$ cat src/hdl/srsre_pkg.sv
// Constants, register map and state type of the instruction execution block.
// Assumes a single 100 MHz clock domain and an APB master with 32-bit data.
package srsre_pkg;

   // ****************************************
   // Register map (byte addresses)
   // ****************************************
   localparam logic [7:0] OFS_INSTR = 8'h00;
   localparam logic [7:0] OFS_ACC = 8'h04;
   localparam logic [7:0] OFS_STATUS = 8'h08;
   localparam logic [7:0] OFS_PC = 8'h0c;
   localparam logic [7:0] OFS_STACK = 8'h10;
   localparam logic [7:0] OFS_FADDR = 8'h14;
   localparam logic [7:0] OFS_FDATA = 8'h18;
   localparam logic [7:0] OFS_WDOG = 8'h1c;
   localparam logic [7:0] OFS_WAKE = 8'h20;

   // ****************************************
   // Field layout
   // ****************************************
   localparam int unsigned INSTR_W = 11;
   localparam int unsigned OP_LSB = 8;
   localparam int unsigned OP_MSB = 10;
   localparam int unsigned DEST_BIT = 7;
   localparam int unsigned PC_W = 13;
   localparam int unsigned SP_W = 3;
   localparam int unsigned FADDR_W = 7;
   localparam int unsigned FILE_DEPTH = 128;
   localparam int unsigned STACK_DEPTH = 8;
   localparam int unsigned ST_C = 0;
   localparam int unsigned ST_DIGIT = 1;
   localparam int unsigned ST_Z = 2;
   localparam int unsigned ST_PWRDN_N = 3;
   localparam int unsigned ST_TMOUT_N = 4;
   localparam int unsigned ST_SLEEP = 5;
   localparam int unsigned WAKE_BIT = 0;
   localparam int unsigned WD_PRESC_LSB = 8;

   // ****************************************
   // Operation codes held in the instruction register
   // ****************************************
   localparam logic [2:0] OP_NOP = 3'h0;
   localparam logic [2:0] OP_SLEEP = 3'h1;
   localparam logic [2:0] OP_RETURN = 3'h2;
   localparam logic [2:0] OP_SUBL = 3'h3;
   localparam logic [2:0] OP_RRC = 3'h4;
   localparam logic [2:0] OP_SUBF = 3'h5;

   // ****************************************
   // Reset and clear values
   // ****************************************
   localparam logic [7:0] WDOG_CLEAR = 8'h00;
   localparam logic [7:0] PRESC_CLEAR = 8'h00;
   localparam logic [7:0] PRESC_LAST = 8'hff;
   localparam logic [7:0] BYTE_ZERO = 8'h00;
   localparam logic [PC_W-1:0] PC_RESET = 13'h0000;
   localparam logic [SP_W-1:0] SP_RESET = 3'h0;
   localparam logic [INSTR_W-1:0] INSTR_RESET = 11'h000;
   localparam logic [31:0] WORD_ZERO = 32'h0000_0000;

   typedef enum logic [1:0] {
      ST_IDLE,
      ST_EXEC,
      ST_FLUSH,
      ST_SLEEPING
   } srsre_state_t;

endpackage : srsre_pkg

$ cat src/hdl/srsre_alu.sv
// Arithmetic unit for the two subtractions and the rotate through carry.
// Purely combinational; the caller registers the outputs it uses, for the rotate only result and carry.
`timescale 1ns/1ps
module srsre_alu
   import srsre_pkg::*;
(
   input wire logic [2:0] op,
   input wire logic [7:0] file_val,
   input wire logic [7:0] acc_val,
   input wire logic [7:0] literal,
   input wire logic carry_in,
   output logic [7:0] result,
   output logic carry_out,
   output logic dcarry_out,
   output logic zero_out
);

   // Returns {carry, digit carry, difference} of a minus b.
   // Adding the complement plus one gives carry high exactly when no borrow occurs.
   function automatic logic [9:0] sub8(input logic [7:0] a, input logic [7:0] b);
      logic [8:0] full;
      logic [4:0] low;
      full = {1'b0, a} + {1'b0, ~b} + 9'h001;
      low = {1'b0, a[3:0]} + {1'b0, ~b[3:0]} + 5'h01;
      return {full[8], low[4], full[7:0]};
   endfunction : sub8

   logic [9:0] diff;

   always_comb
   begin
      diff = 10'h000;
      result = BYTE_ZERO;
      carry_out = carry_in;
      dcarry_out = 1'b0;
      unique case (op)
         OP_SUBL:
         begin
            diff = sub8(literal, acc_val);
            {carry_out, dcarry_out, result} = diff;
         end
         OP_SUBF:
         begin
            diff = sub8(file_val, acc_val);
            {carry_out, dcarry_out, result} = diff;
         end
         OP_RRC:
         begin
            result = {carry_in, file_val[7:1]};
            carry_out = file_val[0];
         end
         default:
         begin
            result = BYTE_ZERO;
         end
      endcase
      zero_out = (result == BYTE_ZERO);
   end

endmodule : srsre_alu

$ cat src/hdl/srsre_top.sv
// Execution block for power-down, subroutine return, both subtractions and rotate right.
// Assumes an APB master on clk; software loads operands and issues instructions by register.
//
// Added by the designer: the address map and the APB register port.
`timescale 1ns/1ps
module srsre_top
   import srsre_pkg::*;
(
   input wire logic clk,
   input wire logic srst,
   input wire logic psel,
   input wire logic penable,
   input wire logic pwrite,
   input wire logic [7:0] paddr,
   input wire logic [31:0] pwdata,
   output logic [31:0] prdata,
   output logic pready,
   output logic pslverr,
   output logic osc_run,
   output logic sleeping
);

   // ****************************************
   // Bus slave state
   // ****************************************
   logic pready_q, pready_d;
   logic pslverr_q, pslverr_d;
   logic [31:0] prdata_q, prdata_d;

   // ****************************************
   // Core state
   // ****************************************
   srsre_state_t state_q, state_d;
   logic [INSTR_W-1:0] instr_q, instr_d;
   logic [7:0] acc_q, acc_d;
   logic carry_q, carry_d;
   logic dcarry_q, dcarry_d;
   logic zero_q, zero_d;
   logic timeout_flag_n_q, timeout_flag_n_d;
   logic powerdown_flag_n_q, powerdown_flag_n_d;
   logic [PC_W-1:0] pc_q, pc_d;
   logic [SP_W-1:0] sp_q, sp_d;
   logic [PC_W-1:0] stack_q [STACK_DEPTH];
   logic [PC_W-1:0] stack_d [STACK_DEPTH];
   logic [FADDR_W-1:0] faddr_q, faddr_d;
   logic [7:0] file_q [FILE_DEPTH];
   logic [7:0] file_d [FILE_DEPTH];
   logic [7:0] watchdog_counter_q, watchdog_counter_d;
   logic [7:0] presc_q, presc_d;
   logic osc_run_q, osc_run_d;
   logic sleeping_q, sleeping_d;

   logic [2:0] op;
   logic dest_file;
   logic [FADDR_W-1:0] op_faddr;
   logic [7:0] alu_res;
   logic alu_c;
   logic alu_dc;
   logic alu_z;
   logic wr_fire;
   logic rd_take;

   function automatic logic is_mapped(input logic [7:0] a);
      return a == OFS_INSTR || a == OFS_ACC || a == OFS_STATUS || a == OFS_PC
         || a == OFS_STACK || a == OFS_FADDR || a == OFS_FDATA || a == OFS_WDOG
         || a == OFS_WAKE;
   endfunction : is_mapped

   assign op = instr_q[OP_MSB:OP_LSB];
   assign dest_file = instr_q[DEST_BIT];
   assign op_faddr = instr_q[FADDR_W-1:0];
   assign wr_fire = psel && penable && pready_q && pwrite;
   assign rd_take = psel && penable && !pready_q;

   srsre_alu u_alu (
      .op(op),
      .file_val(file_q[op_faddr]),
      .acc_val(acc_q),
      .literal(instr_q[7:0]),
      .carry_in(carry_q),
      .result(alu_res),
      .carry_out(alu_c),
      .dcarry_out(alu_dc),
      .zero_out(alu_z)
   );

   // ****************************************
   // APB slave: one wait state, answers from registers
   // ****************************************
   always_comb
   begin
      pready_d = 1'b0;
      pslverr_d = 1'b0;
      prdata_d = prdata_q;
      if (rd_take)
      begin
         pready_d = 1'b1;
         pslverr_d = !is_mapped(paddr);
         prdata_d = WORD_ZERO;
         if (!pwrite)
         begin
            unique case (paddr)
               OFS_INSTR: prdata_d[INSTR_W-1:0] = instr_q;
               OFS_ACC: prdata_d[7:0] = acc_q;
               OFS_STATUS:
               begin
                  prdata_d[ST_C] = carry_q;
                  prdata_d[ST_DIGIT] = dcarry_q;
                  prdata_d[ST_Z] = zero_q;
                  prdata_d[ST_PWRDN_N] = powerdown_flag_n_q;
                  prdata_d[ST_TMOUT_N] = timeout_flag_n_q;
                  prdata_d[ST_SLEEP] = sleeping_q;
               end
               OFS_PC: prdata_d[PC_W-1:0] = pc_q;
               OFS_STACK: prdata_d[SP_W-1:0] = sp_q;
               OFS_FADDR: prdata_d[FADDR_W-1:0] = faddr_q;
               OFS_FDATA: prdata_d[7:0] = file_q[faddr_q];
               OFS_WDOG:
               begin
                  prdata_d[7:0] = watchdog_counter_q;
                  prdata_d[WD_PRESC_LSB +: 8] = presc_q;
               end
               default: prdata_d = WORD_ZERO;
            endcase
         end
      end
   end

   always_ff @(posedge clk)
   begin
      if (srst)
      begin
         pready_q <= 1'b0;
         pslverr_q <= 1'b0;
         prdata_q <= WORD_ZERO;
      end
      else
      begin
         pready_q <= pready_d;
         pslverr_q <= pslverr_d;
         prdata_q <= prdata_d;
      end
   end

   // ****************************************
   // Core: software writes, then instruction execution
   // ****************************************
   always_comb
   begin
      state_d = state_q;
      instr_d = instr_q;
      acc_d = acc_q;
      carry_d = carry_q;
      dcarry_d = dcarry_q;
      zero_d = zero_q;
      timeout_flag_n_d = timeout_flag_n_q;
      powerdown_flag_n_d = powerdown_flag_n_q;
      pc_d = pc_q;
      sp_d = sp_q;
      stack_d = stack_q;
      faddr_d = faddr_q;
      file_d = file_q;
      watchdog_counter_d = watchdog_counter_q;
      presc_d = presc_q;

      // The watchdog here is clocked from the core oscillator, so it stands still in sleep.
      if (state_q != ST_SLEEPING)
      begin
         presc_d = presc_q + 8'h01;
         if (presc_q == PRESC_LAST)
         begin
            watchdog_counter_d = watchdog_counter_q + 8'h01;
         end
      end

      if (wr_fire && is_mapped(paddr))
      begin
         unique case (paddr)
            OFS_INSTR:
            begin
               // An instruction is only taken when the core is idle; otherwise it is dropped.
               if (state_q == ST_IDLE)
               begin
                  instr_d = pwdata[INSTR_W-1:0];
                  state_d = ST_EXEC;
               end
            end
            OFS_ACC: acc_d = pwdata[7:0];
            OFS_STATUS:
            begin
               carry_d = pwdata[ST_C];
               dcarry_d = pwdata[ST_DIGIT];
               zero_d = pwdata[ST_Z];
            end
            OFS_PC: pc_d = pwdata[PC_W-1:0];
            OFS_STACK:
            begin
               stack_d[sp_q] = pwdata[PC_W-1:0];
               sp_d = sp_q + 3'h1;
            end
            OFS_FADDR: faddr_d = pwdata[FADDR_W-1:0];
            OFS_FDATA: file_d[faddr_q] = pwdata[7:0];
            OFS_WAKE:
            begin
               state_d = (state_q == ST_SLEEPING && pwdata[WAKE_BIT]) ? ST_IDLE : state_q;
            end
            // The watchdog word is read-only; a write to it lands here and must not stall it.
            default: state_d = state_q;
         endcase
      end

      unique case (state_q)
         // Idle and sleep only leave on a bus write, which the decode above handles.
         ST_IDLE, ST_SLEEPING: state_d = state_d;
         ST_EXEC:
         begin
            state_d = ST_IDLE;
            pc_d = pc_q + 13'h0001;
            unique case (op)
               OP_SLEEP:
               begin
                  watchdog_counter_d = WDOG_CLEAR;
                  presc_d = PRESC_CLEAR;
                  powerdown_flag_n_d = 1'b0;
                  timeout_flag_n_d = 1'b1;
                  state_d = ST_SLEEPING;
               end
               OP_RETURN:
               begin
                  // Flags are left untouched here on purpose.
                  sp_d = sp_q - 3'h1;
                  pc_d = stack_q[sp_d];
                  state_d = ST_FLUSH;
               end
               OP_SUBL:
               begin
                  acc_d = alu_res;
                  carry_d = alu_c;
                  dcarry_d = alu_dc;
                  zero_d = alu_z;
               end
               OP_RRC:
               begin
                  carry_d = alu_c;
                  if (dest_file)
                  begin
                     file_d[op_faddr] = alu_res;
                  end
                  else
                  begin
                     acc_d = alu_res;
                  end
               end
               OP_SUBF:
               begin
                  carry_d = alu_c;
                  dcarry_d = alu_dc;
                  zero_d = alu_z;
                  if (dest_file)
                  begin
                     file_d[op_faddr] = alu_res;
                  end
                  else
                  begin
                     acc_d = alu_res;
                  end
               end
               default: state_d = ST_IDLE;
            endcase
         end
         ST_FLUSH: state_d = ST_IDLE;
      endcase

      osc_run_d = (state_d != ST_SLEEPING);
      sleeping_d = (state_d == ST_SLEEPING);
   end

   always_ff @(posedge clk)
   begin
      if (srst)
      begin
         state_q <= ST_IDLE;
         instr_q <= INSTR_RESET;
         acc_q <= BYTE_ZERO;
         carry_q <= 1'b0;
         dcarry_q <= 1'b0;
         zero_q <= 1'b0;
         timeout_flag_n_q <= 1'b1;
         powerdown_flag_n_q <= 1'b1;
         pc_q <= PC_RESET;
         sp_q <= SP_RESET;
         stack_q <= '{default: PC_RESET};
         faddr_q <= '0;
         file_q <= '{default: BYTE_ZERO};
         watchdog_counter_q <= WDOG_CLEAR;
         presc_q <= PRESC_CLEAR;
         osc_run_q <= 1'b1;
         sleeping_q <= 1'b0;
      end
      else
      begin
         state_q <= state_d;
         instr_q <= instr_d;
         acc_q <= acc_d;
         carry_q <= carry_d;
         dcarry_q <= dcarry_d;
         zero_q <= zero_d;
         timeout_flag_n_q <= timeout_flag_n_d;
         powerdown_flag_n_q <= powerdown_flag_n_d;
         pc_q <= pc_d;
         sp_q <= sp_d;
         stack_q <= stack_d;
         faddr_q <= faddr_d;
         file_q <= file_d;
         watchdog_counter_q <= watchdog_counter_d;
         presc_q <= presc_d;
         osc_run_q <= osc_run_d;
         sleeping_q <= sleeping_d;
      end
   end

   assign prdata = prdata_q;
   assign pready = pready_q;
   assign pslverr = pslverr_q;
   assign osc_run = osc_run_q;
   assign sleeping = sleeping_q;

endmodule : srsre_top

$ cat config.mk
export PLATFORM = sky130hd
export DESIGN_NAME = srsre_top
export DESIGN_NICKNAME = d
export VERILOG_FILES = /design/src/hdl/srsre_pkg.sv /design/src/hdl/srsre_alu.sv /design/src/hdl/srsre_top.sv
export SDC_FILE = /design/constraint.sdc
export NUM_CORES = 2
export LEC_CHECK = 0
export ABC_AREA = 1
export BUFFER_PORTS_ARGS = -buffer_cell sky130_fd_sc_hd__buf_2
export CAP_MARGIN = 5
export CORE_MARGIN = 8
export CORE_UTILIZATION = 30
export DETAILED_ROUTE_END_ITERATION = 10
export PLACE_DENSITY = 0.43
export SETUP_SLACK_MARGIN = 0.4
export SLEW_MARGIN = 20
export SYNTH_ARGS = -nofsm -noshare
export SYNTH_HDL_FRONTEND = slang
export SYNTH_SLANG_ARGS = --single-unit
$ cat constraint.sdc
create_clock -name clk -period 3.8 [get_ports clk]
set_input_delay 0.76 -clock clk [delete_from_list [all_inputs] [get_ports clk]]
set_output_delay 0.76 -clock clk [all_outputs]
set_load 0.03 [all_outputs]
==> summary.md <==
| Metric | Value |
|---|---|
| Status | `finished, violations left` |
| Failing checks | `negative setup slack` |
| Grt total ovfl | `0` |
| Final min period | `4510 ps` |
| Clock power frac | `0.531` |
| P_sw | `8.02 mW` |
| CTS buffer count | `161` |
| Clk sinks | `1212` |
| Flop pwr share | `0.427` |
| Metal3 WL | `57500 um` |
| Max-slew violations | `0` |
| Main area contributors after synthesis | `dfxtp_1 (32%), nand2_1 (16%), a21oi_1 (10%), o21ai_0 (9.9%), inv_1 (6.9%)` |
| Cell area after synthesis | `75800 um2` |
| Worst-path clk slew | `70 ps` |
| Slew of the pin with the lowest slew margin | `1150 ps` |
| Vias | `95815` |
| Row Count | `184` |
| Dpl ws | `-1100 ps` |
| Ports | `81` |
| Layout area overhead | `29.6%` |
| H-tree depth | `4` |
| Net Sw Frac | `0.267` |
| First-pass GRT wire length | `683000 um` |
| Internal power | `22.1 mW` |
| Reg area | `24300 um2` |
| Yosys cell types | `58` |
| CP endpoint kind | `flop` |
| Largest net degree at the start of global routing | `142` |
| Total Die Area | `269000 um2` |
| Maximum buffer depth of the clock tree | `3` |
| Arr. time, crit path | `5190 ps` |
| Syn Area/Cell | `6.19 um2` |
| Port bufs | `45` |
| Gpl congestion | `1.05` |
| Combinational share of power | `0.042` |
| Static Leakage | `39.9 nW` |
| Share of cells above drive strength 1 | `0.170` |
| Ys Warns | `0` |
| Fmax | `222 MHz` |
| Final setup vio count | `1015` |
| DR WL/cell | `30.3 um` |
| Clock skew | `57.1 ps` |
| Final ANT Viol Nets | `0` |
| Max-cap violations | `0` |
| Crit share post-route | `1.19` |
| Worst setup slack after layout | `-706 ps` |
| Cell area after placement | `88600 um2` |
| Hold Violations, Final | `0` |
| Startpoint types | `flop` |
| Initial antenna violation count | `36` |
| # fillers | `27036` |
| CP max FO | `26` |
| Met2 wire length | `205000 um` |
| Drt via density | `5.81` |
| Pwr per Cell Area | `306 nW/um2` |
| Clk_lat worst skew | `870 ps` |
| RSZ-0062 raised after global routing | `true` |
| Seq cells post-synth | `1212` |
| DRT met1 WL | `201000 um` |
| Post-synthesis sequential area ratio | `0.320` |
| DR iter-0 viols | `13512` |
| TritonCTS clock tree | `done` |
| Mapped Cells | `12255` |
| Die H | `519 um` |
| Maximum VDD drop | `0.464 mV` |
| Routed wire length | `499000 um` |
| CORE AREA | `251000 um2` |
| Starting Density | `0.302` |
| DRC | `0` |
| TritonRoute pass-1 iters | `9` |
| Multi-input gate area | `43700 um2` |
| Yosys top cell by area | `dfxtp_1` |
| Horiz. Die Dim | `519 um` |
| Fin nets | `13061` |
| Yosys top cell area share | `0.320` |
| Vias in the first global route | `87203` |
| Worst Hold Class | `primary input to flop` |
| Detailed Place HPWL | `334000 um` |
| GRT Util Overall | `0.347` |
| Critical Path RT | `4490 ps` |
| Root Buffer Master | `clkbuf_16` |
| Layout Cell Area excl Fill | `98200 um2` |
| Max-slew headroom | `0.236` |
| Top routing layer in use | `met5` |
| Worst setup path class | `flop to flop` |
[sequential cells by signal (all words and copies together) (netlist names), 8 cells and up]
register / cells
watchdog_counter_q: 8
instr_q: 11
file_q: 1024
prdata: 16
pc_q: 13
stack_q: 104
presc_q: 8
acc_q: 8
[power groups by stage]
stage / clock network [mW] / registers [mW] / logic, mW
3_5_place_dp: 0 / 13.1 / 1.20
2_1_floorplan: 0 / 13.1 / 0.599
6_report: 16.0 / 12.8 / 1.27
5_1_grt: 16.6 / 12.8 / 1.28
3_3_place_gp: 0 / 13.1 / 1.20
4_1_cts: 16.1 / 12.8 / 1.21
[worst max-delay path, cell delays in order, from the launching register on]
cell	delay (ps)
dfxtp_4	450
buf_12	190
buf_12	130
buf_12	170
buf_8	170
buf_6	170
o21ai_1	120
nand2_1	90
nand2_1	60
nand2_1	120
nand2_1	70
nand2_1	90
nand3_1	210
nor2_4	170
nand2_2	70
buf_12	140
ha_4	270
inv_2	50
o31a_1	340
nand2_1	70
nand2_1	40
nand3_1	80
nand2_1	50
inv_1	40
and2_4	310
buf_16	250
clkbuf_16	230
a211oi_1	80
[final cells by class]
class	instances	area share
Antenna cell	19	0.000484
Clock buffer	251	0.0495
Clock inverter	39	0.00497
Inverter	1455	0.0566
Multi-Input combinational cell	8682	0.445
Sequential cell	1212	0.247
Tap cell	3348	0.0426
Timing Repair Buffer	1475	0.154
[timing repair]
item,4_1_cts,5_1_grt
buffers inserted,48,45
resized for setup,288,314
setup endpoints to repair,1043,1043
hold buffers,0,0
pin swaps,49,113
cloned,26,17
[per-layer routing]
layer  up-vias  global-route usage
li1      42215                   -
met1     45601               0.456
met2      6450               0.508
met3      1543              0.0908
met4         6               0.205
met5         -                   0
[final timing paths]
check | from | to | slack (ps) | cells past startpoint
hold reg to reg | stack_q[77]$_SDFFE_PP0P_ | stack_q[77]$_SDFFE_PP0P_ | 450 | 2
setup / recovery | instr_q[0]$_SDFFE_PP0P_ | file_q[1015]$_SDFF_PP0_ | -710 | 27
setup reg to reg | instr_q[0]$_SDFFE_PP0P_ | file_q[1015]$_SDFF_PP0_ | -710 | 27
hold / removal | pwdata[4] | file_q[980]$_SDFF_PP0_ | 250 | 3
[kinds of logic (layout without fill, tap and decap cells)]
kind of cell             Yosys count  in the layout  synth area share
AO/OA/AOI/OAI                   4229           4229             0.314
flip-flops                      1212           1212             0.320
other                              1             35         0.0000495
buffers and inverters           2377           3220             0.129
AND/OR/NAND/NOR                 4397           4398             0.231
XOR/XNOR                           9              9           0.00104
multiplexers                       1              1          0.000132
adder cells (fa/ha/maj)           29             29           0.00498
[through the flow]
stage	setup TNS, ps	hold slack [ps]	total power [mW]	utilization	cells
CTS	-222900	200	30.1	0.383	16400
global route	-469140	249	30.7	0.391	16466
finish	-370120	247	30.1	0.391	16481
floorplan	0	419	13.7	-	12270
global placement	-741900	439	14.3	0.352	16036
detailed placement	-710610	446	14.3	0.352	16036
[cell usage in the layout (no fill, tap or decap), drive strengths merged, types with 18 or more instances in the layout]
master,n
nand2,3291
clkbuf,267
o211ai,291
o2111ai,37
diode,19
ha,27
nor3,76
dfxtp,1212
o21ai,1585
inv,1437
a22oi,118
a21oi,1526
o22ai,237
a211oi,281
clkinv,51
a31oi,43
nor2,780
buf,1447
a221oi,49
nand3,171
nand4,59
o221ai,18
[synthesized netlist by cell type, drive strengths merged]
| cell | count |
|---|---|
| nand2 | 3290 |
| o21ai | 1585 |
| a21oi | 1526 |
| inv | 1437 |
| dfxtp | 1212 |
| nor2 | 780 |
| clkbuf | 520 |
| buf | 402 |
| o211ai | 291 |
| a211oi | 281 |
| o22ai | 237 |
| nand3 | 171 |
| a22oi | 118 |
| nor3 | 76 |
| nand4 | 59 |
| a221oi | 49 |
| a31oi | 43 |
| o2111ai | 37 |
| ha | 27 |
| clkinv | 18 |
| o221ai | 18 |
| o21a | 17 |
| o2bb2ai | 13 |
| nand3b | 9 |
| xor2 | 7 |
| o31ai | 6 |
| nor3b | 5 |
| nor4 | 3 |
| a21boi | 2 |
| and2 | 2 |
| fa | 2 |
| o311ai | 2 |
| or2 | 2 |
| xnor2 | 2 |
| a2111oi | 1 |
| a21o | 1 |
| conb | 1 |
| mux2i | 1 |
| o21bai | 1 |
| o31a | 1 |
Power figures use the tool's default switching activity.
